File: src/epr_defs.svh
/*
 * Timing and layout constants for the EPROM read/program host controller.
 * Assumes a single 10 MHz controller clock; pin timings except access and float become cycle counts here.
 */
`ifndef EPR_DEFS_SVH
`define EPR_DEFS_SVH

// ----------------------------------------------------------------------------
// clock
// ----------------------------------------------------------------------------
`define EPR_CLK_NS        100
`define EPR_CEIL(ns)      (((ns) + `EPR_CLK_NS - 1) / `EPR_CLK_NS)
`define EPR_FLOOR(ns)     ((ns) / `EPR_CLK_NS)

// ----------------------------------------------------------------------------
// pin timing in ns (least times unless named max)
// ----------------------------------------------------------------------------
`define EPR_SETUP_NS      2000
`define EPR_A10_NS        1000
`define EPR_VERIFY_NS     1000
`define EPR_PULSE_NS      100000
`define EPR_PULSE_MIN_NS  95000
`define EPR_PULSE_MAX_NS  105000
`define EPR_ACCESS_NS     150
`define EPR_FLOAT_NS      50

// ----------------------------------------------------------------------------
// timing in cycles
// ----------------------------------------------------------------------------
`define EPR_SETUP_CYC     `EPR_CEIL(`EPR_SETUP_NS)
`define EPR_A10_CYC       `EPR_CEIL(`EPR_A10_NS)
`define EPR_VERIFY_CYC    `EPR_CEIL(`EPR_VERIFY_NS)
`define EPR_PULSE_CYC     `EPR_CEIL(`EPR_PULSE_NS)
`define EPR_PULSE_MIN_CYC `EPR_CEIL(`EPR_PULSE_MIN_NS)
`define EPR_PULSE_MAX_CYC `EPR_FLOOR(`EPR_PULSE_MAX_NS)

// ----------------------------------------------------------------------------
// sizes and values
// ----------------------------------------------------------------------------
`define EPR_TMR_W         11
`define EPR_MAX_PULSES    25
`define EPR_ERASED_BYTE   8'hff
`define EPR_A10_BIT       10

`endif

File: src/epr_pkg.sv
/*
 * Types shared by the EPROM host controller files.
 * Assumes epr_defs.svh is on the include path.
 */
package epr_pkg;

	typedef enum logic [1:0] {
		EPR_OP_READ      = 2'h0,
		EPR_OP_PROGRAM   = 2'h1,
		EPR_OP_MARGIN_ON = 2'h2,
		EPR_OP_MARGIN_OFF = 2'h3
	} epr_op_t;

	typedef struct packed {
		epr_op_t     op;
		logic [15:0] addr;
		logic [7:0]  data;
	} epr_cmd_t;

	// one bundle for everything driven toward the memory
	typedef struct packed {
		logic [15:0] addr;
		logic        chip_sel_n;
		logic        gate_n;
		logic        vpp_en;
		logic        id_hv_en;
		logic [7:0]  data;
		logic        data_oe;
	} epr_pins_t;

	typedef struct packed {
		logic [7:0] data;
		logic       fail;
		logic [7:0] pulses;
	} epr_result_t;

endpackage

File: src/epr_timer.sv
/*
 * Down-counter that times one controller phase of a given number of cycles.
 * Assumes load_in is asserted only on the edge that starts the phase.
 */
`timescale 1ns/1ns
`default_nettype none

module epr_timer #(
	parameter int W = 11
) (
	input  wire logic         mclk_in,
	input  wire logic         rst_in,
	input  wire logic         load_in,
	input  wire logic [W-1:0] cycles_in,
	output logic              done_out
);

	logic [W-1:0] cnt_reg;

	// cycles - 1 so that a phase of N lasts exactly N clock periods
	always_ff @(posedge mclk_in or posedge rst_in)
	begin
		if (rst_in)
			cnt_reg <= '0;
		else if (load_in)
			cnt_reg <= cycles_in - W'(1);
		else if (cnt_reg != '0)
			cnt_reg <= cnt_reg - W'(1);
	end

	assign done_out = (cnt_reg == '0);

endmodule // epr_timer

`default_nettype wire

File: src/epr_host.sv
/*
 * Host controller for a byte-wide UV EPROM: read cycles, margin-mode set/clear,
 * and program-with-verify pulses on the memory's pins.
 * Assumes the pins are sampled/driven synchronously to mclk_in and that the board
 * turns vpp_en / id_hv_en into the high-voltage levels on the shared pins.
 */
// Functional notes
// - program mode needs supply at programming voltage and chip select pulsed low.
// - host drives the byte on the eight data pins during programming.
// - id line high voltage at least 2 us before programming supply rises.
// - programming supply high at least 2 us before chip select falls.
// - margin select high 1 us before chip select rises sets margin mode.
// - margin select low 1 us before chip select rises clears margin mode.
// - margin select stable 1 us after each chip select transition. Kept in margin commands only; addr can move 2 cycles after a read or verify.
// - programming supply held 2 us after chip select transition.
// - id line held high voltage 2 us after programming supply changes.
// - pulse and verify each byte until match; no overprogram pulses. The host stops after MAX_PULSES pulses without a match and sets fail.
// - each program pulse lasts 95 to 105 us.
// - verify reads with output gate low after chip select falls.
`timescale 1ns/1ns
`default_nettype none
`include "epr_defs.svh"

module epr_host
	import epr_pkg::*;
#(
	parameter int ACCESS_NS  = `EPR_ACCESS_NS,
	parameter int FLOAT_NS   = `EPR_FLOAT_NS,
	parameter int MAX_PULSES = `EPR_MAX_PULSES
) (
	input  wire logic    mclk_in,
	input  wire logic    rst_in,
	input  wire logic    cmd_valid_in,
	input  wire epr_cmd_t cmd_in,
	output logic         cmd_ready_out,
	output logic         done_out,
	output epr_result_t  result_out,
	output epr_pins_t    pins_out,
	input  wire logic [7:0] data_pins_in
);

	localparam int W         = `EPR_TMR_W;
	localparam int ACC_CYC   = `EPR_CEIL(ACCESS_NS);
	localparam int FLOAT_CYC = `EPR_CEIL(FLOAT_NS);

	typedef enum logic [12:0] {
		S_IDLE      = 13'h0001,
		S_RD_ACC    = 13'h0002,
		S_FLOAT     = 13'h0004,
		S_PG_SETUP  = 13'h0008,
		S_PG_PULSE  = 13'h0010,
		S_PG_HOLD   = 13'h0020,
		S_PG_VPPLOW = 13'h0040,
		S_PG_VERIFY = 13'h0080,
		S_MG_IDHV   = 13'h0100,
		S_MG_VPP    = 13'h0200,
		S_MG_CE     = 13'h0400,
		S_MG_TAIL   = 13'h0800,
		S_MG_VPPOFF = 13'h1000
	} epr_state_t;

	epr_state_t  state_reg;
	epr_pins_t   pins_reg;
	epr_result_t result_reg;
	logic [7:0]  target_reg;
	logic        again_reg;
	logic        ready_reg;
	logic        done_reg;
	logic        tmr_done;
	logic        tmr_load;
	logic [W-1:0] tmr_cycles;
	logic        match;

	assign match = (data_pins_in == target_reg);

	// ------------------------------------------------------------------------
	// phase timer
	// ------------------------------------------------------------------------
	assign tmr_load = (state_reg == S_IDLE) ? cmd_valid_in : tmr_done;

	always_comb
	begin
		unique case (state_reg)
			S_IDLE:      tmr_cycles = (cmd_in.op == EPR_OP_READ) ? W'(ACC_CYC) : W'(`EPR_SETUP_CYC);
			S_RD_ACC:    tmr_cycles = W'(FLOAT_CYC);
			S_PG_VERIFY: tmr_cycles = W'(FLOAT_CYC);
			S_PG_SETUP:  tmr_cycles = W'(`EPR_PULSE_CYC);
			S_PG_VPPLOW: tmr_cycles = W'(`EPR_VERIFY_CYC);
			S_MG_VPP:    tmr_cycles = W'(`EPR_A10_CYC);
			S_FLOAT, S_PG_PULSE, S_PG_HOLD, S_MG_IDHV, S_MG_CE, S_MG_TAIL, S_MG_VPPOFF:
				tmr_cycles = W'(`EPR_SETUP_CYC);
		endcase
	end

	epr_timer #(.W(W)) u_timer (
		.mclk_in   (mclk_in),
		.rst_in    (rst_in),
		.load_in   (tmr_load),
		.cycles_in (tmr_cycles),
		.done_out  (tmr_done)
	);

	// ------------------------------------------------------------------------
	// sequencer: state and pins
	// ------------------------------------------------------------------------
	// gate_n doubles as the supply pin: low = read gate, vpp_en = programming level
	always_ff @(posedge mclk_in or posedge rst_in)
	begin
		if (rst_in)
		begin
			state_reg  <= S_IDLE;
			pins_reg   <= '{addr: 16'h0000, chip_sel_n: 1'b1, gate_n: 1'b1, vpp_en: 1'b0,
				id_hv_en: 1'b0, data: `EPR_ERASED_BYTE, data_oe: 1'b0};
			target_reg <= `EPR_ERASED_BYTE;
			again_reg  <= 1'b0;
		end
		else
		begin
			unique case (state_reg)
				S_IDLE:
					if (cmd_valid_in)
					begin
						pins_reg.addr <= cmd_in.addr;
						target_reg    <= cmd_in.data;
						unique case (cmd_in.op)
							EPR_OP_READ:
							begin
								pins_reg.chip_sel_n <= 1'b0;
								pins_reg.gate_n     <= 1'b0;
								state_reg           <= S_RD_ACC;
							end
							EPR_OP_PROGRAM:
							begin
								pins_reg.data    <= cmd_in.data;
								pins_reg.data_oe <= 1'b1;
								pins_reg.vpp_en  <= 1'b1;
								state_reg        <= S_PG_SETUP;
							end
							EPR_OP_MARGIN_ON, EPR_OP_MARGIN_OFF:
							begin
								pins_reg.addr[`EPR_A10_BIT] <= (cmd_in.op == EPR_OP_MARGIN_ON);
								pins_reg.id_hv_en <= 1'b1;
								state_reg         <= S_MG_IDHV;
							end
						endcase
					end
				S_RD_ACC:
					if (tmr_done)
					begin
						pins_reg.chip_sel_n <= 1'b1;
						pins_reg.gate_n     <= 1'b1;
						again_reg           <= 1'b0;
						state_reg           <= S_FLOAT;
					end
				S_FLOAT:
					// data pins stay undriven until the memory has floated them
					if (tmr_done)
					begin
						if (again_reg)
						begin
							pins_reg.data_oe <= 1'b1;
							pins_reg.vpp_en  <= 1'b1;
							state_reg        <= S_PG_SETUP;
						end
						else
							state_reg <= S_IDLE;
					end
				S_PG_SETUP:
					if (tmr_done)
					begin
						pins_reg.chip_sel_n <= 1'b0;
						state_reg           <= S_PG_PULSE;
					end
				S_PG_PULSE:
					if (tmr_done)
					begin
						pins_reg.chip_sel_n <= 1'b1;
						state_reg           <= S_PG_HOLD;
					end
				S_PG_HOLD:
					if (tmr_done)
					begin
						pins_reg.vpp_en  <= 1'b0;
						pins_reg.gate_n  <= 1'b0;
						pins_reg.data_oe <= 1'b0;
						state_reg        <= S_PG_VPPLOW;
					end
				S_PG_VPPLOW:
					if (tmr_done)
					begin
						pins_reg.chip_sel_n <= 1'b0;
						state_reg           <= S_PG_VERIFY;
					end
				S_PG_VERIFY:
					if (tmr_done)
					begin
						pins_reg.chip_sel_n <= 1'b1;
						pins_reg.gate_n     <= 1'b1;
						// a match ends the byte at once: no extra pulses on a margined cell
						again_reg <= !match && (result_reg.pulses < 8'(MAX_PULSES));
						state_reg <= S_FLOAT;
					end
				S_MG_IDHV:
					if (tmr_done)
					begin
						pins_reg.vpp_en <= 1'b1;
						state_reg       <= S_MG_VPP;
					end
				S_MG_VPP:
					if (tmr_done)
					begin
						pins_reg.chip_sel_n <= 1'b0;
						state_reg           <= S_MG_CE;
					end
				S_MG_CE:
					if (tmr_done)
					begin
						pins_reg.chip_sel_n <= 1'b1;
						state_reg           <= S_MG_TAIL;
					end
				S_MG_TAIL:
					if (tmr_done)
					begin
						pins_reg.vpp_en <= 1'b0;
						state_reg       <= S_MG_VPPOFF;
					end
				S_MG_VPPOFF:
					if (tmr_done)
					begin
						pins_reg.id_hv_en <= 1'b0;
						state_reg         <= S_IDLE;
					end
			endcase
		end
	end

	// ------------------------------------------------------------------------
	// results and handshake
	// ------------------------------------------------------------------------
	always_ff @(posedge mclk_in or posedge rst_in)
	begin
		if (rst_in)
			result_reg <= '0;
		else if (state_reg == S_IDLE && cmd_valid_in)
			result_reg <= '0;
		else if (state_reg == S_PG_PULSE && tmr_done)
			result_reg.pulses <= result_reg.pulses + 8'h01;
		else if ((state_reg == S_RD_ACC || state_reg == S_PG_VERIFY) && tmr_done)
		begin
			result_reg.data <= data_pins_in;
			result_reg.fail <= (state_reg == S_PG_VERIFY) && !match;
		end
	end

	always_ff @(posedge mclk_in or posedge rst_in)
	begin
		if (rst_in)
		begin
			ready_reg <= 1'b1;
			done_reg  <= 1'b0;
		end
		else
		begin
			ready_reg <= (state_reg == S_IDLE) ? !cmd_valid_in
				: (tmr_done && (state_reg == S_MG_VPPOFF || (state_reg == S_FLOAT && !again_reg)));
			done_reg  <= tmr_done && (state_reg == S_MG_VPPOFF || (state_reg == S_FLOAT && !again_reg));
		end
	end

	assign cmd_ready_out = ready_reg;
	assign done_out      = done_reg;
	assign result_out    = result_reg;
	assign pins_out      = pins_reg;

	// ------------------------------------------------------------------------
	// checks: hold counters on the pins
	// ------------------------------------------------------------------------
	epr_pins_t   prev_reg;
	logic [W:0]  cs_lo_cnt;
	logic [W:0]  cs_cnt;
	logic [W:0]  vpp_cnt;
	logic [W:0]  id_cnt;
	logic [W:0]  a10_cnt;

	always_ff @(posedge mclk_in or posedge rst_in)
	begin
		if (rst_in)
		begin
			prev_reg  <= '0;
			cs_lo_cnt <= '0;
			cs_cnt    <= '0;
			vpp_cnt   <= '0;
			id_cnt    <= '0;
			a10_cnt   <= '0;
		end
		else
		begin
			prev_reg  <= pins_reg;
			cs_lo_cnt <= pins_reg.chip_sel_n ? '0 : (&cs_lo_cnt ? cs_lo_cnt : cs_lo_cnt + 1'b1);
			cs_cnt    <= (pins_reg.chip_sel_n != prev_reg.chip_sel_n) ? (W+1)'(1)
				: (&cs_cnt ? cs_cnt : cs_cnt + 1'b1);
			vpp_cnt   <= (pins_reg.vpp_en != prev_reg.vpp_en) ? (W+1)'(1)
				: (&vpp_cnt ? vpp_cnt : vpp_cnt + 1'b1);
			id_cnt    <= (pins_reg.id_hv_en != prev_reg.id_hv_en) ? (W+1)'(1)
				: (&id_cnt ? id_cnt : id_cnt + 1'b1);
			a10_cnt   <= (pins_reg.addr[`EPR_A10_BIT] != prev_reg.addr[`EPR_A10_BIT]) ? (W+1)'(1)
				: (&a10_cnt ? a10_cnt : a10_cnt + 1'b1);
		end
	end
endmodule // epr_host

`default_nettype wire

File: config.mk
export PLATFORM = sky130hd
export DESIGN_NAME = epr_host
export DESIGN_NICKNAME = d
export VERILOG_FILES = /design/src/epr_pkg.sv /design/src/epr_timer.sv /design/src/epr_host.sv
export VERILOG_INCLUDE_DIRS = /design/src
export SDC_FILE = /design/constraint.sdc
export NUM_CORES = 1
export LEC_CHECK = 0
export BUFFER_PORTS_ARGS = -buffer_cell sky130_fd_sc_hd__buf_2
export CAP_MARGIN = 30
export CELL_PAD_IN_SITES_DETAIL_PLACEMENT = 1
export CELL_PAD_IN_SITES_GLOBAL_PLACEMENT = 1
export CORE_UTILIZATION = 45
export DETAILED_ROUTE_END_ITERATION = 10
export MAX_ROUTING_LAYER = met4
export PLACE_DENSITY = 0.95
export SLEW_MARGIN = 30
export SYNTH_ARGS = -nofsm -noshare
export SYNTH_HDL_FRONTEND = slang
export SYNTH_HIERARCHICAL = 1
export SYNTH_SLANG_ARGS = --single-unit
File: constraint.sdc
create_clock -name mclk_in -period 8.1 [get_ports mclk_in]
set_input_delay 0 -clock mclk_in [delete_from_list [all_inputs] [get_ports mclk_in]]
set_output_delay 0 -clock mclk_in [all_outputs]
set_load 0.02 [all_outputs]
==> impl_metrics.toml, run 1 <==
[global_routing]
grtUsageTotal_pct = 37.3
use_met1_pct = 41.2
grtUsageMet3_pct = 7.80
grt_overflow_total = 0
grt_pass1_wl_microns = 26700
grt_pass1_vias = 4774
grt_max_degree = 71
antenna_found_initial = 0
grt_use_met2_pct = 61.6
top_usage_layer = "met2"

[yosys]
synth-seq-cells = 81
ys_seq_area_share_pct = 47.2
postSynthCellCount = 486
yosys_most_used_dff = "dfrtp_1"
syn_nets = 526
async_reset_ff_share_pct = 100
netlist_area_sq_um = 4350
syn_area_per_cell_sq_um = 8.95
ys_warn_count = 6
synth-edff-count = 0
ys_types = 60

[run_status]
run_status = "complete, no violations"

[timing]
rsz0062_at_grt = "false"
slew_viol_final = 0
max-slew-margin-rel_pct = 41.0
fmax_mhz = 196
tightestPinTransition_ps = 873
finalCritPeriodShare_pct = 63.1
min_period_ps = 5110
clock_skew_ps = 24.3
tns_ps = 0
setup_viol = 0
hold_viol_final = 0

[setup_path]
cpMaxStageDelayCell = "or4_1"
crit_cells = 10
crit_type = "reg2reg"
cp_data_required_time_ps = 8360
cp_top_family = "simple AND/OR/NAND/NOR gates"
cp_max_fo = 36
end_kind = "flip-flop"
max_stage_delay_ps = 710
critPathArrivalTime_ps = 5370
crit_chain = "or4_1 > nor4_4 > nand2_4 > nand2_1 > mux2i_1 > ha_1 > nor4b_1 > a32oi_1 > o31a_1 > nor3_1"
cp_num_buf_inv = 0
r2r_cells = 10
cp-start-kind = "flip-flop"

[cells_and_area]
n_antenna_cell = 0
final_layout_size_suffix_gt1_share_pct = 24.9
syn_to_final_growth_pct = 24.3
most-common-layout-cells = "nand2_1, buf_2, dfrtp_1"
final_util_pct = 58.2
largest_register_ff_count = 29
final_common_cell = "nand2_1"
nets = 633

[place]
numPortBuffers = 84
hpwl_microns = 9620
gp_congestion = 0.870

[die]
start_util_pct = 46.8
core_sq_um = 9280
dieArea_sq_um = 10100
die_h_microns = 100
row_count = 35
pin_count = 85
die_w_microns = 100

[clock_network]
cts_buffer_depth = 2
cts_setup_buffers = 0
clock-root-buffer = "clkbuf_8"
clk_pin_slew_ps = 90
numCtsBuffers = 9
h-tree-depth = 3
clock_sinks = 81
clock_latency_ps = 390
cts_tree = "built"

[routing]
routed_wl_microns = 18000
drt_iter0_drc = 373
drtPass1Iterations = 5
wl_per_cell_microns = 24.7
drtAntennaViolNets = 0
vias = 4474
vias_per_cell = 6.15
route.detailed.drc = 0

[power_and_ir_drop]
p_total_mw = 1.15
leakage_nw = 2.66
ir_drop_mv = 0.100
power.density_nw_per_um2 = 213

[job]
drv_cap = 0

[min_path]
min_path_cells = 3
min_path_type = "in2reg"
-- worst register-to-register path, stage by stage, from the launching register on --
cell	delay [ps]
dfrtp_1	500
or4_1	710
nor4_4	570
nand2_4	390
nand2_1	670
mux2i_1	340
ha_1	330
nor4b_1	510
a32oi_1	340
o31a_1	390
nor3_1	240
-- cells in the mapped netlist (all sizes together) (5+ instances only) --
master | number | area (sq um)
a21oi | 9 | 45.0
inv | 15 | 56.3
xor2 | 11 | 96.3
dfstp | 20 | 526
mux2i | 8 | 80.1
nand3 | 20 | 100
nand2b | 5 | 31.3
nor4b | 6 | 67.6
clkbuf | 18 | 67.6
nand4 | 8 | 50.1
dfrtp | 61 | 1530
or4 | 5 | 41.3
nand2 | 130 | 495
buf | 8 | 51.3
nor2 | 33 | 124
nor3 | 18 | 111
nor4 | 7 | 65.1
o21ai | 22 | 118
xnor2 | 14 | 123
mux2 | 9 | 101
-- report_power, final --
group	switching (mW)	internal, mW	total, mW
combinational	0.226	0.131	0.358
sequential	0.0306	0.420	0.450
clock	0.181	0.162	0.344
total	0.438	0.714	1.15
-- area by class of cell --
cell class	instances	area, sq um
fill	1123	3880
sequential	81	2050
clock buffer	12	156
clock inverter	4	50.0
multi-input combinational	364	2130
inverter	15	56.3
tap	129	161
timing repair buffer	122	795
-- cells by family (layout without fill, tap and decap cells) --
kind of cell	after synthesis	after routing	share of synthesized area, %
simple gates	255	255	28.9
flops	81	81	47.2
compound gates	63	63	9.78
buf+inv	41	153	4.03
xor+xnor	25	25	5.03
mux	17	17	4.17
fa+ha+maj	3	3	0.863
other cells	1	1	0.0862
-- metal layers --
metal  wire [microns]  vias up
li1                 -     1876
met1             6490     2191
met2             8830      299
met3             1430      108
met4             1200        0
met5                0        -
-- path summary, 6_finish.rpt --
path	start	end	slack, ps
min in group asynchronous	rst_in	u_timer/cnt_reg[10]	230
setup / recovery	state_reg[4]	u_timer/cnt_reg[10]	2990
hold / removal	cmd_in[24]	pins_out[12]	50
setup reg to reg	state_reg[4]	u_timer/cnt_reg[10]	2990
hold reg to reg	pins_out[2]	pins_out[2]	450
max in group asynchronous	rst_in	pins_out[10]	7270
-- per-stage QoR --
step / hold slack, ps / instances / worst slack, ps / instance area [sq um]
after floorplan: -148 / 486 / 4120 / 4350
after global placement: 34.1 / 677 / 3900 / 4840
after detailed placement: 38.1 / 677 / 3500 / 4840
after CTS: 44.3 / 727 / 3450 / 5390
after global routing: 64.8 / 727 / 2750 / 5410
final: 49.2 / 727 / 2990 / 5410
-- timing repair --
action | 4_1_cts | 5_1_grt
hold buffers | 34 | 0
gates resized for setup | 0 | 0
endpoints found under the hold margin | 102 | 0
No activity file was read; power rests on OpenSTA's default activity.
==> run 2, diff against run 1 <==
CORE_UTILIZATION = 38   (was 45)
PLACE_DENSITY = 0.88   (was 0.95)
clock period = 4.1 ns   (was 8.1 ns; I/O delays follow)
==> run 2 against run 1 <==
Clock power grew to 2.6 times the previous value. Design area is 3.8% higher. Count of clock-buffer cells in the layout is 3 lower. Flip-flop and latch count stayed put. Worst setup slack worse by 2800 ps. Register-to-register slack worse by 2800 ps. Critical path depth is 1 higher. Critical path type unchanged. Highest routed layer unchanged.
==> impl_metrics.toml, run 2 (synthesis gave the netlist of run 1 again) <==
[global_routing]
grt_pass1_vias = 4948
grtUsageTotal_pct = 32.0
grt_max_degree = 49
grt_overflow_total = 0
antenna_found_initial = 0
grt_pass1_wl_microns = 27400

[timing]
max-slew-margin-rel_pct = 47.8
min_period_ps = 3870
finalCritPeriodShare_pct = 94.3
clock_skew_ps = 14.3
timing.final.ws_setup_ps = 235
slew_viol_final = 0
hold_viol_final = 0
tightestPinTransition_ps = 773
setup_viol = 0
fmax_mhz = 259

[cells_and_area]
final_common_cell = "nand2_1"
final_layout_size_suffix_gt1_share_pct = 26.8
syn_to_final_growth_pct = 29.0
most-common-layout-cells = "nand2_1, buf_2, dfrtp_1"
nets = 644
largest_register_ff_count = 29
fin_cells = 749
fillers = 1253
n_antenna_cell = 0

[setup_path]
cp-start-kind = "flip-flop"
end_kind = "flip-flop"
r2r_start = "state_reg[7]"
worstSetupStartpoint = "state_reg[7]"
crit_type = "reg2reg"
cp_data_required_time_ps = 4300
cp_max_fo = 8
critPathArrivalTime_ps = 4070

[power_and_ir_drop]
ir_drop_mv = 0.259
leakage_nw = 2.76
p_total_mw = 2.55
power.density_nw_per_um2 = 455

[die]
dieArea_sq_um = 11900
pin_count = 85
core_sq_um = 11000
die_h_microns = 109
die_w_microns = 109
row_count = 38
start_util_pct = 39.6

[place]
gp_congestion = 0.941
numPortBuffers = 84
pre_cts_ws_ps = 238
hpwl_microns = 9260
post-place-cells = 696

[clock_network]
clock_latency_ps = 350
h-tree-depth = 3
cts_tree = "built"
numCtsBuffers = 9
cts_buffer_depth = 2
clock_sinks = 81
clock-root-buffer = "clkbuf_16"
clk_pin_slew_ps = 70

[routing]
route.detailed.drc = 0
routed_wl_microns = 17200
wl_per_cell_microns = 23.0
drtPass1Iterations = 5
vias = 4373
drt_iter0_drc = 366
vias_per_cell = 5.84
drtAntennaViolNets = 0

[run_status]
run_status = "complete, no violations"

[job]
drv_cap = 0

[min_path]
min_path_type = "in2reg"
min_from = "cmd_in[24]"
-- run 2: changes by cell type in the layout (fill, tap and decap cells not counted), sizes merged --
cell | previous run | this run
clkinvlp | 0 | 1
bufinv | 1 | 2
dlygate4sd3 | 34 | 33
buf | 88 | 100
clkinv | 2 | 3
clkbuf | 12 | 9
-- run 2: through the flow --
step                      hold WS, ps  setup TNS, ps  utilization (%)  area [sq um]
after floorplan                  -148              0                -          4350
after global placement           36.4              0             44.8          4920
after detailed placement         52.5              0             44.8          4920
after CTS                        43.6              0             50.7          5570
after global routing             70.1         -0.466             51.1          5610
final                            69.2              0             51.1          5610
-- run 2: layout make-up --
class / instances / area (sq um) / area share [%]
clock buffers: 9 / 225 / 4.01
clock inverters: 7 / 93.8 / 1.67
inverters: 15 / 56.3 / 1.00
multi-input cells: 364 / 2140 / 38.1
flip-flops and latches: 81 / 2050 / 36.6
well taps: 140 / 175 / 3.12
repair buffers: 133 / 871 / 15.5
-- run 2: worst paths after layout --
| kind | cells past startpoint | slack [ps] | end |
|---|---|---|---|
| hold / removal | 3 | 70 | pins_out[12] |
| setup / recovery | 11 | 230 | u_timer/cnt_reg[10] |
| min in group asynchronous | 3 | 240 | u_timer/cnt_reg[8] |
| hold reg to reg | 2 | 470 | pins_out[5] |
| max in group asynchronous | 4 | 2820 | state_reg[8] |
| setup reg to reg | 11 | 230 | u_timer/cnt_reg[10] |
-- run 2: critical path, stage by stage (launching register included) --
cell,delay (ps)
dfrtp_1,510
nor4b_1,700
nand2_1,140
a311o_1,400
nand3_1,200
o22ai_1,180
mux2i_1,180
ha_1,290
nor4b_2,310
a32oi_1,250
nor4_1,440
nor3_1,120
-- run 2: layer usage --
metal  track usage (%)  up-vias  routed length (microns)
met5                 -        -                        0
met4              19.6        0                      901
met3              6.04       73                      827
met2              52.5      187                     8750
met1              36.2     2207                     6720
li1                  -     1906                        -
-- run 2: what timing repair did --
| action | CTS | global route |
|---|---|---|
| resized for setup | 0 | 3 |
| endpoints found under the hold margin | 71 | 0 |
| hold buffers | 33 | 0 |
| endpoints found under the setup margin | 0 | 5 |
| setup buffers | 0 | 4 |
-- run 2: power breakdown --
part           switching, mW  total (mW)  leakage (nW)  internal [mW]
sequential            0.0591       0.889         0.996          0.830
combinational          0.462       0.770          1.61          0.308
clock                  0.357       0.891         0.153          0.534
